--- config.mk ---
export PLATFORM = sky130hd
export DESIGN_NAME = mts_stats
export DESIGN_NICKNAME = d
export VERILOG_FILES = /design/src/core/mts_pkg.sv /design/src/core/mts_stats.sv
export VERILOG_INCLUDE_DIRS = /design/src /design/src/core
export SDC_FILE = /design/constraint.sdc
export NUM_CORES = 1
export LEC_CHECK = 0
export BUFFER_PORTS_ARGS = -buffer_cell sky130_fd_sc_hd__buf_2
export CORE_MARGIN = 3
export CORE_UTILIZATION = 49
export CTS_CLUSTER_SIZE = 14
export DETAILED_ROUTE_END_ITERATION = 12
export GPL_TIMING_DRIVEN = 0
export HOLD_SLACK_MARGIN = 0.15
export PLACE_DENSITY = 0.77
export SLEW_MARGIN = 10
export SYNTH_ARGS = -nofsm -noshare
export SYNTH_HDL_FRONTEND = slang
export SYNTH_SLANG_ARGS = --single-unit
--- constraint.sdc ---
create_clock -name i_clk -period 4 [get_ports i_clk]
set_input_delay 0.4 -clock i_clk [delete_from_list [all_inputs] [get_ports i_clk]]
set_output_delay 0.4 -clock i_clk [all_outputs]
set_load 0.01 [all_outputs]
--- src/core/mts_params.svh ---
/*
  Constants for the transmit, size-histogram and overrun statistics block.
  Assumes it is included by bare name from the package and the design.
*/
`ifndef MTS_PARAMS_SVH
`define MTS_PARAMS_SVH

`define MTS_LEN_W 16
`define MTS_NBUCKET 6
`define MTS_LEN_64 16'h0040
`define MTS_LEN_127 16'h007F
`define MTS_LEN_255 16'h00FF
`define MTS_LEN_511 16'h01FF
`define MTS_LEN_1023 16'h03FF
`define MTS_LEN_1024 16'h0400
`define MTS_MAX_RX_LEN_RST 16'h05EE
`define MTS_BKT_MIN 0
`define MTS_BKT_SECOND 1
`define MTS_BKT_THIRD 2
`define MTS_BKT_FOURTH 3
`define MTS_BKT_FIFTH 4
`define MTS_BKT_LARGEST 5

`endif

--- src/core/mts_pkg.sv ---
/*
  Types shared by the statistics block and its bench.
  Assumes mts_params.svh is on the include path.
*/
`include "mts_params.svh"

package mts_pkg;
  typedef logic [`MTS_LEN_W-1:0] mts_len_t;
  typedef logic [`MTS_NBUCKET-1:0] mts_bkt_t;
endpackage

--- src/core/mts_stats.sv ---
/*
  Transmit error, frame-size histogram, network byte and receive overrun
  counters of an Ethernet MAC statistics unit.
  Assumes all status inputs come from MAC logic on i_clk, each frame
  reported by one-cycle strobes with its flags and length valid alongside.
  Counters wrap silently; software is expected to read often enough.
*/
`timescale 1ns/10ps
`include "mts_params.svh"

module mts_stats #(
  parameter int CW = 32
) (
  input wire logic i_clk,                       // 40 MHz clock
  input wire logic i_rst_n,                     // sync reset, active low
  input wire logic i_tx_done,                   // tx frame finished strobe
  input wire mts_pkg::mts_len_t i_tx_len,       // bytes put on the wire
  input wire logic i_tx_underrun,               // frame hit FIFO underrun
  input wire logic i_tx_carrier_loss,           // carrier lost or absent
  input wire logic i_tx_late_coll,              // late collision abort
  input wire logic i_tx_excess_coll,            // excessive collisions
  input wire logic i_tx_coll,                   // attempt ended by collision
  input wire mts_pkg::mts_len_t i_tx_coll_len,  // bytes sent before it
  input wire logic i_rx_done,                   // rx frame finished strobe
  input wire mts_pkg::mts_len_t i_rx_len,       // bytes received
  input wire logic i_rx_accepted,               // address matched/promisc
  input wire logic i_rx_start_ovr,              // no fifo/buffer at start
  input wire logic i_rx_middle_ovr,             // ran out mid-frame
  input wire logic i_rx_buffer_ovr,             // zero head descriptor
  input wire mts_pkg::mts_len_t i_max_rx_len,   // largest bucket top
  output logic [CW-1:0] o_tx_fifo_starve_count,   // underrun frames
  output logic [CW-1:0] o_tx_carrier_loss_count,  // carrier error frames
  output logic [CW-1:0] o_tx_good_byte_count,     // good tx bytes
  output logic [CW-1:0] o_size_bucket_min,        // exactly 64
  output logic [CW-1:0] o_size_bucket_second,     // 65..127
  output logic [CW-1:0] o_size_bucket_third,      // 128..255
  output logic [CW-1:0] o_size_bucket_fourth,     // 256..511
  output logic [CW-1:0] o_size_bucket_fifth,      // 512..1023
  output logic [CW-1:0] o_size_bucket_largest,    // 1024..max
  output logic [CW-1:0] o_network_byte_count,     // utilisation bytes
  output logic [CW-1:0] o_rx_start_overrun_count, // start overruns
  output logic [CW-1:0] o_rx_middle_overrun_count,// middle overruns
  output logic [CW-1:0] o_rx_buffer_overrun_count // dma overruns
);
  import mts_pkg::*;

  // one-hot bucket decode; zero when the length fits no bucket
  function automatic mts_bkt_t bucket_of(input mts_len_t len,
                                         input mts_len_t max_len);
    mts_bkt_t hit;
    hit = '0;
    hit[`MTS_BKT_MIN] = (len == `MTS_LEN_64);
    hit[`MTS_BKT_SECOND] = (len > `MTS_LEN_64) &&
                           (len <= `MTS_LEN_127);
    hit[`MTS_BKT_THIRD] = (len > `MTS_LEN_127) &&
                          (len <= `MTS_LEN_255);
    hit[`MTS_BKT_FOURTH] = (len > `MTS_LEN_255) &&
                           (len <= `MTS_LEN_511);
    hit[`MTS_BKT_FIFTH] = (len > `MTS_LEN_511) &&
                          (len <= `MTS_LEN_1023);
    hit[`MTS_BKT_LARGEST] = (len >= `MTS_LEN_1024) &&
                            (len <= max_len);
    return hit;
  endfunction

  // transmit qualification
  wire logic tx_len_is_64;
  wire logic tx_coll_fail;
  wire logic tx_good;
  wire logic tx_hist_ok;
  wire logic tx_starve_inc;
  wire logic tx_carrier_inc;

  assign tx_len_is_64 = (i_tx_len == `MTS_LEN_64);
  assign tx_coll_fail = i_tx_late_coll | i_tx_excess_coll;
  // other error flags deliberately play no part here
  assign tx_starve_inc = i_tx_done & i_tx_underrun;
  assign tx_carrier_inc = i_tx_done & i_tx_carrier_loss;
  assign tx_good = i_tx_done & ~tx_coll_fail & ~i_tx_carrier_loss &
                   ~i_tx_underrun;
  // carrier loss only disqualifies unless the stub came out at 64
  assign tx_hist_ok = i_tx_done & ~tx_coll_fail & ~i_tx_underrun &
                      (~i_tx_carrier_loss | tx_len_is_64);

  // receive frames are bucketed whatever their error flags
  wire logic rx_hist_ok;
  assign rx_hist_ok = i_rx_done;

  wire mts_bkt_t tx_bkt;
  wire mts_bkt_t rx_bkt;
  assign tx_bkt = tx_hist_ok ? bucket_of(i_tx_len, i_max_rx_len) : '0;
  assign rx_bkt = rx_hist_ok ? bucket_of(i_rx_len, i_max_rx_len) : '0;

  // receive overrun qualification; crc/align/code never looked at
  wire logic rx_acc_done;
  wire logic rx_start_inc;
  wire logic rx_middle_inc;
  wire logic rx_buffer_inc;
  assign rx_acc_done = i_rx_done & i_rx_accepted;
  assign rx_start_inc = rx_acc_done & i_rx_start_ovr;
  // a frame already counted as a start overrun is never a middle one
  assign rx_middle_inc = rx_acc_done & i_rx_middle_ovr &
                         ~i_rx_start_ovr;
  assign rx_buffer_inc = rx_acc_done & i_rx_buffer_ovr;

  // network bytes: tx frames, aborted attempts and rx frames may all
  // land in one cycle, so the three terms are summed, not muxed
  wire logic [CW-1:0] net_tx;
  wire logic [CW-1:0] net_coll;
  wire logic [CW-1:0] net_rx;
  wire logic [CW-1:0] net_add;
  wire logic [CW-1:0] good_add;
  assign net_tx = i_tx_done ? CW'(i_tx_len) : '0;
  assign net_coll = i_tx_coll ? CW'(i_tx_coll_len) : '0;
  // partner reports rx length cut at the jam, jam bytes excluded
  assign net_rx = i_rx_done ? CW'(i_rx_len) : '0;
  assign net_add = net_tx + net_coll + net_rx;
  assign good_add = tx_good ? CW'(i_tx_len) : '0;

  logic [CW-1:0] starve_q;
  logic [CW-1:0] carrier_q;
  logic [CW-1:0] good_q;
  logic [CW-1:0] net_q;
  logic [CW-1:0] sof_q;
  logic [CW-1:0] mof_q;
  logic [CW-1:0] dma_q;
  // a net array, so each bucket register below keeps a single driver
  wire logic [CW-1:0] bkt_w [`MTS_NBUCKET];

  always_ff @(posedge i_clk) begin
    if (!i_rst_n) begin
      starve_q <= '0;
      carrier_q <= '0;
      good_q <= '0;
      net_q <= '0;
      sof_q <= '0;
      mof_q <= '0;
      dma_q <= '0;
    end else begin
      starve_q <= starve_q + CW'(tx_starve_inc);
      carrier_q <= carrier_q + CW'(tx_carrier_inc);
      good_q <= good_q + good_add;
      net_q <= net_q + net_add;
      sof_q <= sof_q + CW'(rx_start_inc);
      mof_q <= mof_q + CW'(rx_middle_inc);
      dma_q <= dma_q + CW'(rx_buffer_inc);
    end
  end

  // a tx and an rx frame can fall in the same bucket in one cycle
  genvar b;
  generate
    for (b = 0; b < `MTS_NBUCKET; b++) begin : g_bkt
      wire logic [1:0] inc;
      logic [CW-1:0] cnt_q;
      assign inc = {1'b0, tx_bkt[b]} + {1'b0, rx_bkt[b]};
      always_ff @(posedge i_clk) begin
        if (!i_rst_n) begin
          cnt_q <= '0;
        end else begin
          cnt_q <= cnt_q + CW'(inc);
        end
      end
      assign bkt_w[b] = cnt_q;
    end
  endgenerate

  assign o_tx_fifo_starve_count = starve_q;
  assign o_tx_carrier_loss_count = carrier_q;
  assign o_tx_good_byte_count = good_q;
  assign o_size_bucket_min = bkt_w[`MTS_BKT_MIN];
  assign o_size_bucket_second = bkt_w[`MTS_BKT_SECOND];
  assign o_size_bucket_third = bkt_w[`MTS_BKT_THIRD];
  assign o_size_bucket_fourth = bkt_w[`MTS_BKT_FOURTH];
  assign o_size_bucket_fifth = bkt_w[`MTS_BKT_FIFTH];
  assign o_size_bucket_largest = bkt_w[`MTS_BKT_LARGEST];
  assign o_network_byte_count = net_q;
  assign o_rx_start_overrun_count = sof_q;
  assign o_rx_middle_overrun_count = mof_q;
  assign o_rx_buffer_overrun_count = dma_q;

endmodule

# ---- Word level (Yosys, flattened, before mapping)
# Cells that the tools add are included.
dict set report word_totals {
  word_cells 90
  input_bits 77
  output_inout_bits 416
  ff_bits 416
}
dict set report op_classes {
  n_bitwise 18
  order_cmp 20
  n_eq_ne 2
  n_mux 6
  n_reduce_logical 10
  addsub 21
}
# operator n
set op_table {}
lappend op_table {{$add A32 B2 Y32} 6}
lappend op_table {{$add A32 B1 Y32} 5}
lappend op_table {{$gt A16 B7 Y1 const B} 4}
lappend op_table {{$mux W16} 4}
lappend op_table {{$add A32 B16 Y32} 1}
lappend op_table {{$add A32 B18 Y32} 1}
lappend op_table {{$eq A16 B7 Y1 const B} 2}
lappend op_table {{$ge A16 B11 Y1 const B} 2}
lappend op_table {{$gt A16 B8 Y1 const B} 2}
lappend op_table {{$gt A16 B9 Y1 const B} 2}
lappend op_table {{$le A16 B10 Y1 const B} 2}
lappend op_table {{$le A16 B16 Y1} 2}
lappend op_table {{$le A16 B7 Y1 const B} 2}
lappend op_table {{$le A16 B8 Y1 const B} 2}
lappend op_table {{$le A16 B9 Y1 const B} 2}
lappend op_table {{$add A17 B16 Y18} 1}
lappend op_table {{$add A16 B16 Y17} 1}
lappend op_table {{$add A1 B1 Y2} 6}
lappend op_table {{$and A1 B1 Y1} 12}
lappend op_table {{$mux W6} 2}
lappend op_table {{$logic_and A1 B1 Y1} 10}
lappend op_table {{$not A1 Y1} 4}
lappend op_table {{$or A1 B1 Y1} 2}

# ---- Logic depth before layout (Yosys ltp)
dict set report logic_depth {
  word_depth 8
  depth_mapped 17
  mapped_depth_nobuf 17
}

# ---- Worst setup path before layout
# No wires, ideal clock.
dict set report synth_path {
  path_kind {input to register}
  start {input port i_tx_done}
  end {register net_q[15] (netlist: o_network_byte_count[15])}
  n_path_buf 2
  t_arrival_ns 4.002
  setup_ns 0.128
  cell_stages 15
  slack_ns -0.129
  required_time_ns 3.872
  path_cell_list {clkbuf_1 -> clkbuf_1 -> nand2_1 -> fa_1 -> fa_1 -> inv_1 -> ha_1 -> fa_1 -> a211oi_1 -> nor2_1 -> or3_1 -> a221oi_1 -> o21ai_0 -> xnor2_1 -> nor2_1}
}
dict set report synth_via {
  elab_chain_cells 4
}
# item line
set synth_lines {}
lappend synth_lines {{start: declaration} mts_stats.sv:16} ;# input wire logic i_tx_done,
lappend synth_lines {{$mux W16} mts_stats.sv:113} ;# assign net_tx = i_tx_done ? CW'(i_tx_len) : '0;
lappend synth_lines {{$add A16 B16 Y17} mts_stats.sv:117} ;# assign net_add = net_tx + net_coll + net_rx;
lappend synth_lines {{$add A17 B16 Y18} mts_stats.sv:117}
lappend synth_lines {{$add A32 B18 Y32} mts_stats.sv:143} ;# net_q <= net_q + net_add;
lappend synth_lines {{end signal: assignment} mts_stats.sv:143}
lappend synth_lines {{end: declaration} mts_stats.sv:123} ;# logic [CW-1:0] net_q;
# Every way passes these cells.
# A chain may end at the register's enable or synchronous reset.

# ---- Final worst setup path
# Same ends and word-level chain as after synthesis.

==> flow_summary.toml <==
[floorplanning]
core_area_sq_mm = 0.0412
dieArea_sq_mm = 0.0446
rows = 74
die_w_microns = 211
start_util = 0.501
die_y_microns = 211
io_pins = 493

[setup_path]
critPathKind = "in2reg"
arrival_ps = 4280
critPathRequiredTime_ps = 4440
start_kind = "primary input"
cp_max_fo = 10
reg2reg_depth = 13
rrSetupSlack_ps = 160
end_kind = "register"

[synth]
synth-seq-area-share = 0.404
syn_area_per_cell_sq_um = 8.62
synthCells = 2394
yosys-top-cells-count = "416 x dfxtp_1, 371 x nor2_1, 210 x xor2_1, 206 x nand2_1, 152 x nand3_1"
synth_top_area_share = 0.404
synthTopCellsByArea = "dfxtp_1 40%, xor2_1 8.9%, nor2_1 6.7%"
synthArstFlopShare = 0
ys.flop_type = "dfxtp_1"
yosysMostFrequentCell = "dfxtp_1"
ys_ff_latch = 416
syn_nets = 2593
yosys.cell_types.count = 59
synth.cell_area_sq_mm = 0.0206
yosys_warnings = 0
synth_edf_count = 0
yosysTopAreaCell = "dfxtp_1"

[layout]
stdcell_area_sq_mm = 0.0255
synthToLayoutAreaGrowth_pct = 23.5
drive_gt1_frac = 0.205
multi_input_area_sq_mm = 0.0118
seqCellArea_sq_mm = 0.00833
fin_cells = 3500
post-route-util = 0.618
final_nets = 3132
fillers = 3499
n_antenna_cell = 0

[route]
wirelength_microns = 64600
via_per_inst = 5.48
vias = 19200
drt_iter0_drc = 1481
detail-route-antenna-nets = 0
wl_per_cell_microns = 18.5
dr.pass1.iters = 6
route.detailed.drc = 0

[grt]
grt_max_degree = 17
antenna_found_initial = 4
grt_pass1_vias = 18700
grt_usage = 0.280
grt_pass1_wl_microns = 100000
grt_remaining_overflow = 0

[placement]
gp_congestion = 0.963
hpwl_microns = 49400
port_buffers = 491
dp.cells = 3417
placed_area_sq_mm = 0.0238

[sta]
max_freq_mhz = 261
drv_slew = 0
worst_pin_slew_ps = 1140
skew_ps = 13.6
hold_viol = 0
slew-limit-headroom = 0.241
fin_crit_sh = 0.959
finalSetupViolCount = 0
finalCriticalPeriod_ps = 3840
rsz0062_at_grt = "no"

[power_and_ir_drop]
p_leak_nw = 11.6
ir_worst_vdd_v = 0.000351
design_power_total_mw = 10.5
p_per_area_mw_per_mm2 = 412

[cts]
cts_max_path_buffers = 3
root_buffer = "clkbuf_16"
clk_latency_ps = 580
path_clk_slew_ps = 60
hold_buffers = 0
cts.sinks = 416
cts_made_buffers = 45
tritoncts = "yes"
htreeDepth = 2

[run_status]
status = "finished clean"

[job]
max-cap-violations = 0

[worst_hold_path]
hold_depth = 3
hp-class = "in2reg"
-- layer usage --
metal	GRT usage	wire length (microns)	vias to the layer above
met2	0.479	30700	683
met4	0.127	3030	6
met3	0.0781	5520	167
met1	0.327	25400	9157
li1	-	-	9166
met5	0	35	-
-- state kept, by name, summed over array words and instances, names as in the netlist --
| register | cells |
|---|---|
| o_size_bucket_largest | 32 |
| o_network_byte_count | 32 |
| o_size_bucket_fourth | 32 |
| o_size_bucket_fifth | 32 |
| o_rx_middle_overrun_count | 32 |
| o_size_bucket_min | 32 |
| o_rx_start_overrun_count | 32 |
| o_size_bucket_third | 32 |
| o_rx_buffer_overrun_count | 32 |
| o_tx_fifo_starve_count | 32 |
| o_tx_carrier_loss_count | 32 |
| o_tx_good_byte_count | 32 |
| o_size_bucket_second | 32 |
-- cell families (layout without fill, tap and decap cells) --
kind of cell / count (synthesis) / after routing / share of synthesized area
AO/OA/AOI/OAI: 222 / 222 / 0.0640
XOR/XNOR: 325 / 325 / 0.138
adder cells (fa/ha/maj): 122 / 122 / 0.0882
buffers and inverters: 156 / 730 / 0.0285
flip-flops: 416 / 416 / 0.404
multiplexers: 12 / 12 / 0.00582
AND/OR/NAND/NOR: 1141 / 1141 / 0.272
-- power by group --
part / switching, mW / total [mW] / internal (mW)
registers: 0.0524 / 4.28 / 4.23
clock network: 1.79 / 4.42 / 2.63
logic: 1.07 / 1.79 / 0.720
total: 2.91 / 10.5 / 7.58
-- path summary, 6_finish.rpt --
kind / to / from
worst max register to register: o_network_byte_count[15] / o_network_byte_count[1]
worst max-delay path: o_network_byte_count[15] / i_tx_done
worst min-delay path: o_network_byte_count[30] / i_rst_n
worst min register to register: o_network_byte_count[31] / o_network_byte_count[31]
-- stage by stage --
stage               TNS [ps]  hold WS, ps  worst slack (ps)
finish                     0          184               163
global route               0          189              5.91
global placement      -85390          455             -1190
floorplan                  0          490              51.9
detailed placement    -91970          471             -1280
CTS                        0          173              74.7
-- layout make-up --
type,count,share of cell area
multi-input combinational,1822,0.464
inverter,93,0.0137
tap,532,0.0261
clock inverter,14,0.00742
buffer,62,0.00958
sequential,416,0.327
clock buffer,68,0.0551
timing repair buffer,493,0.0970
-- cells in the final DEF (no fill, tap or decap), types with 10 or more instances in the layout --
master	netlist	routed
buf_2	2	493
dfxtp_1	416	416
nor2_1	371	370
xor2_1	210	210
nand2_1	206	206
nand3_1	152	152
xnor2_1	115	115
inv_1	93	93
and2_1	92	92
a21oi_1	84	84
ha_1	83	83
nand4_1	74	74
o21ai_0	65	65
and3_1	65	65
clkbuf_1	54	55
clkbuf_16	0	46
or3_1	45	45
fa_1	39	38
a21o_1	29	29
and4_1	29	29
nor3_1	28	25
nand2b_1	21	21
clkbuf_8	0	17
nor2b_1	12	12
mux2i_1	12	12
nor4_1	15	10
-- worst max-delay path, cell delays in order --
cell and delay, ps:
clkbuf_4 220, clkbuf_4 260, nand2_1 90, fa_1 490, fa_1 550, inv_1 40, ha_1 230, fa_1 440
a211oi_1 290, nor2_1 130, or3_1 360, a221oi_2 350, o21ai_0 190, xnor2_1 170, nor2_1 60
-- what timing repair did --
item,CTS,global route
buffers inserted,0,2
endpoints found under the hold margin,0,0
setup endpoints to repair,66,54
gates resized for setup,7,15
pin swaps,0,1
(Power assumes the default switching activity.)
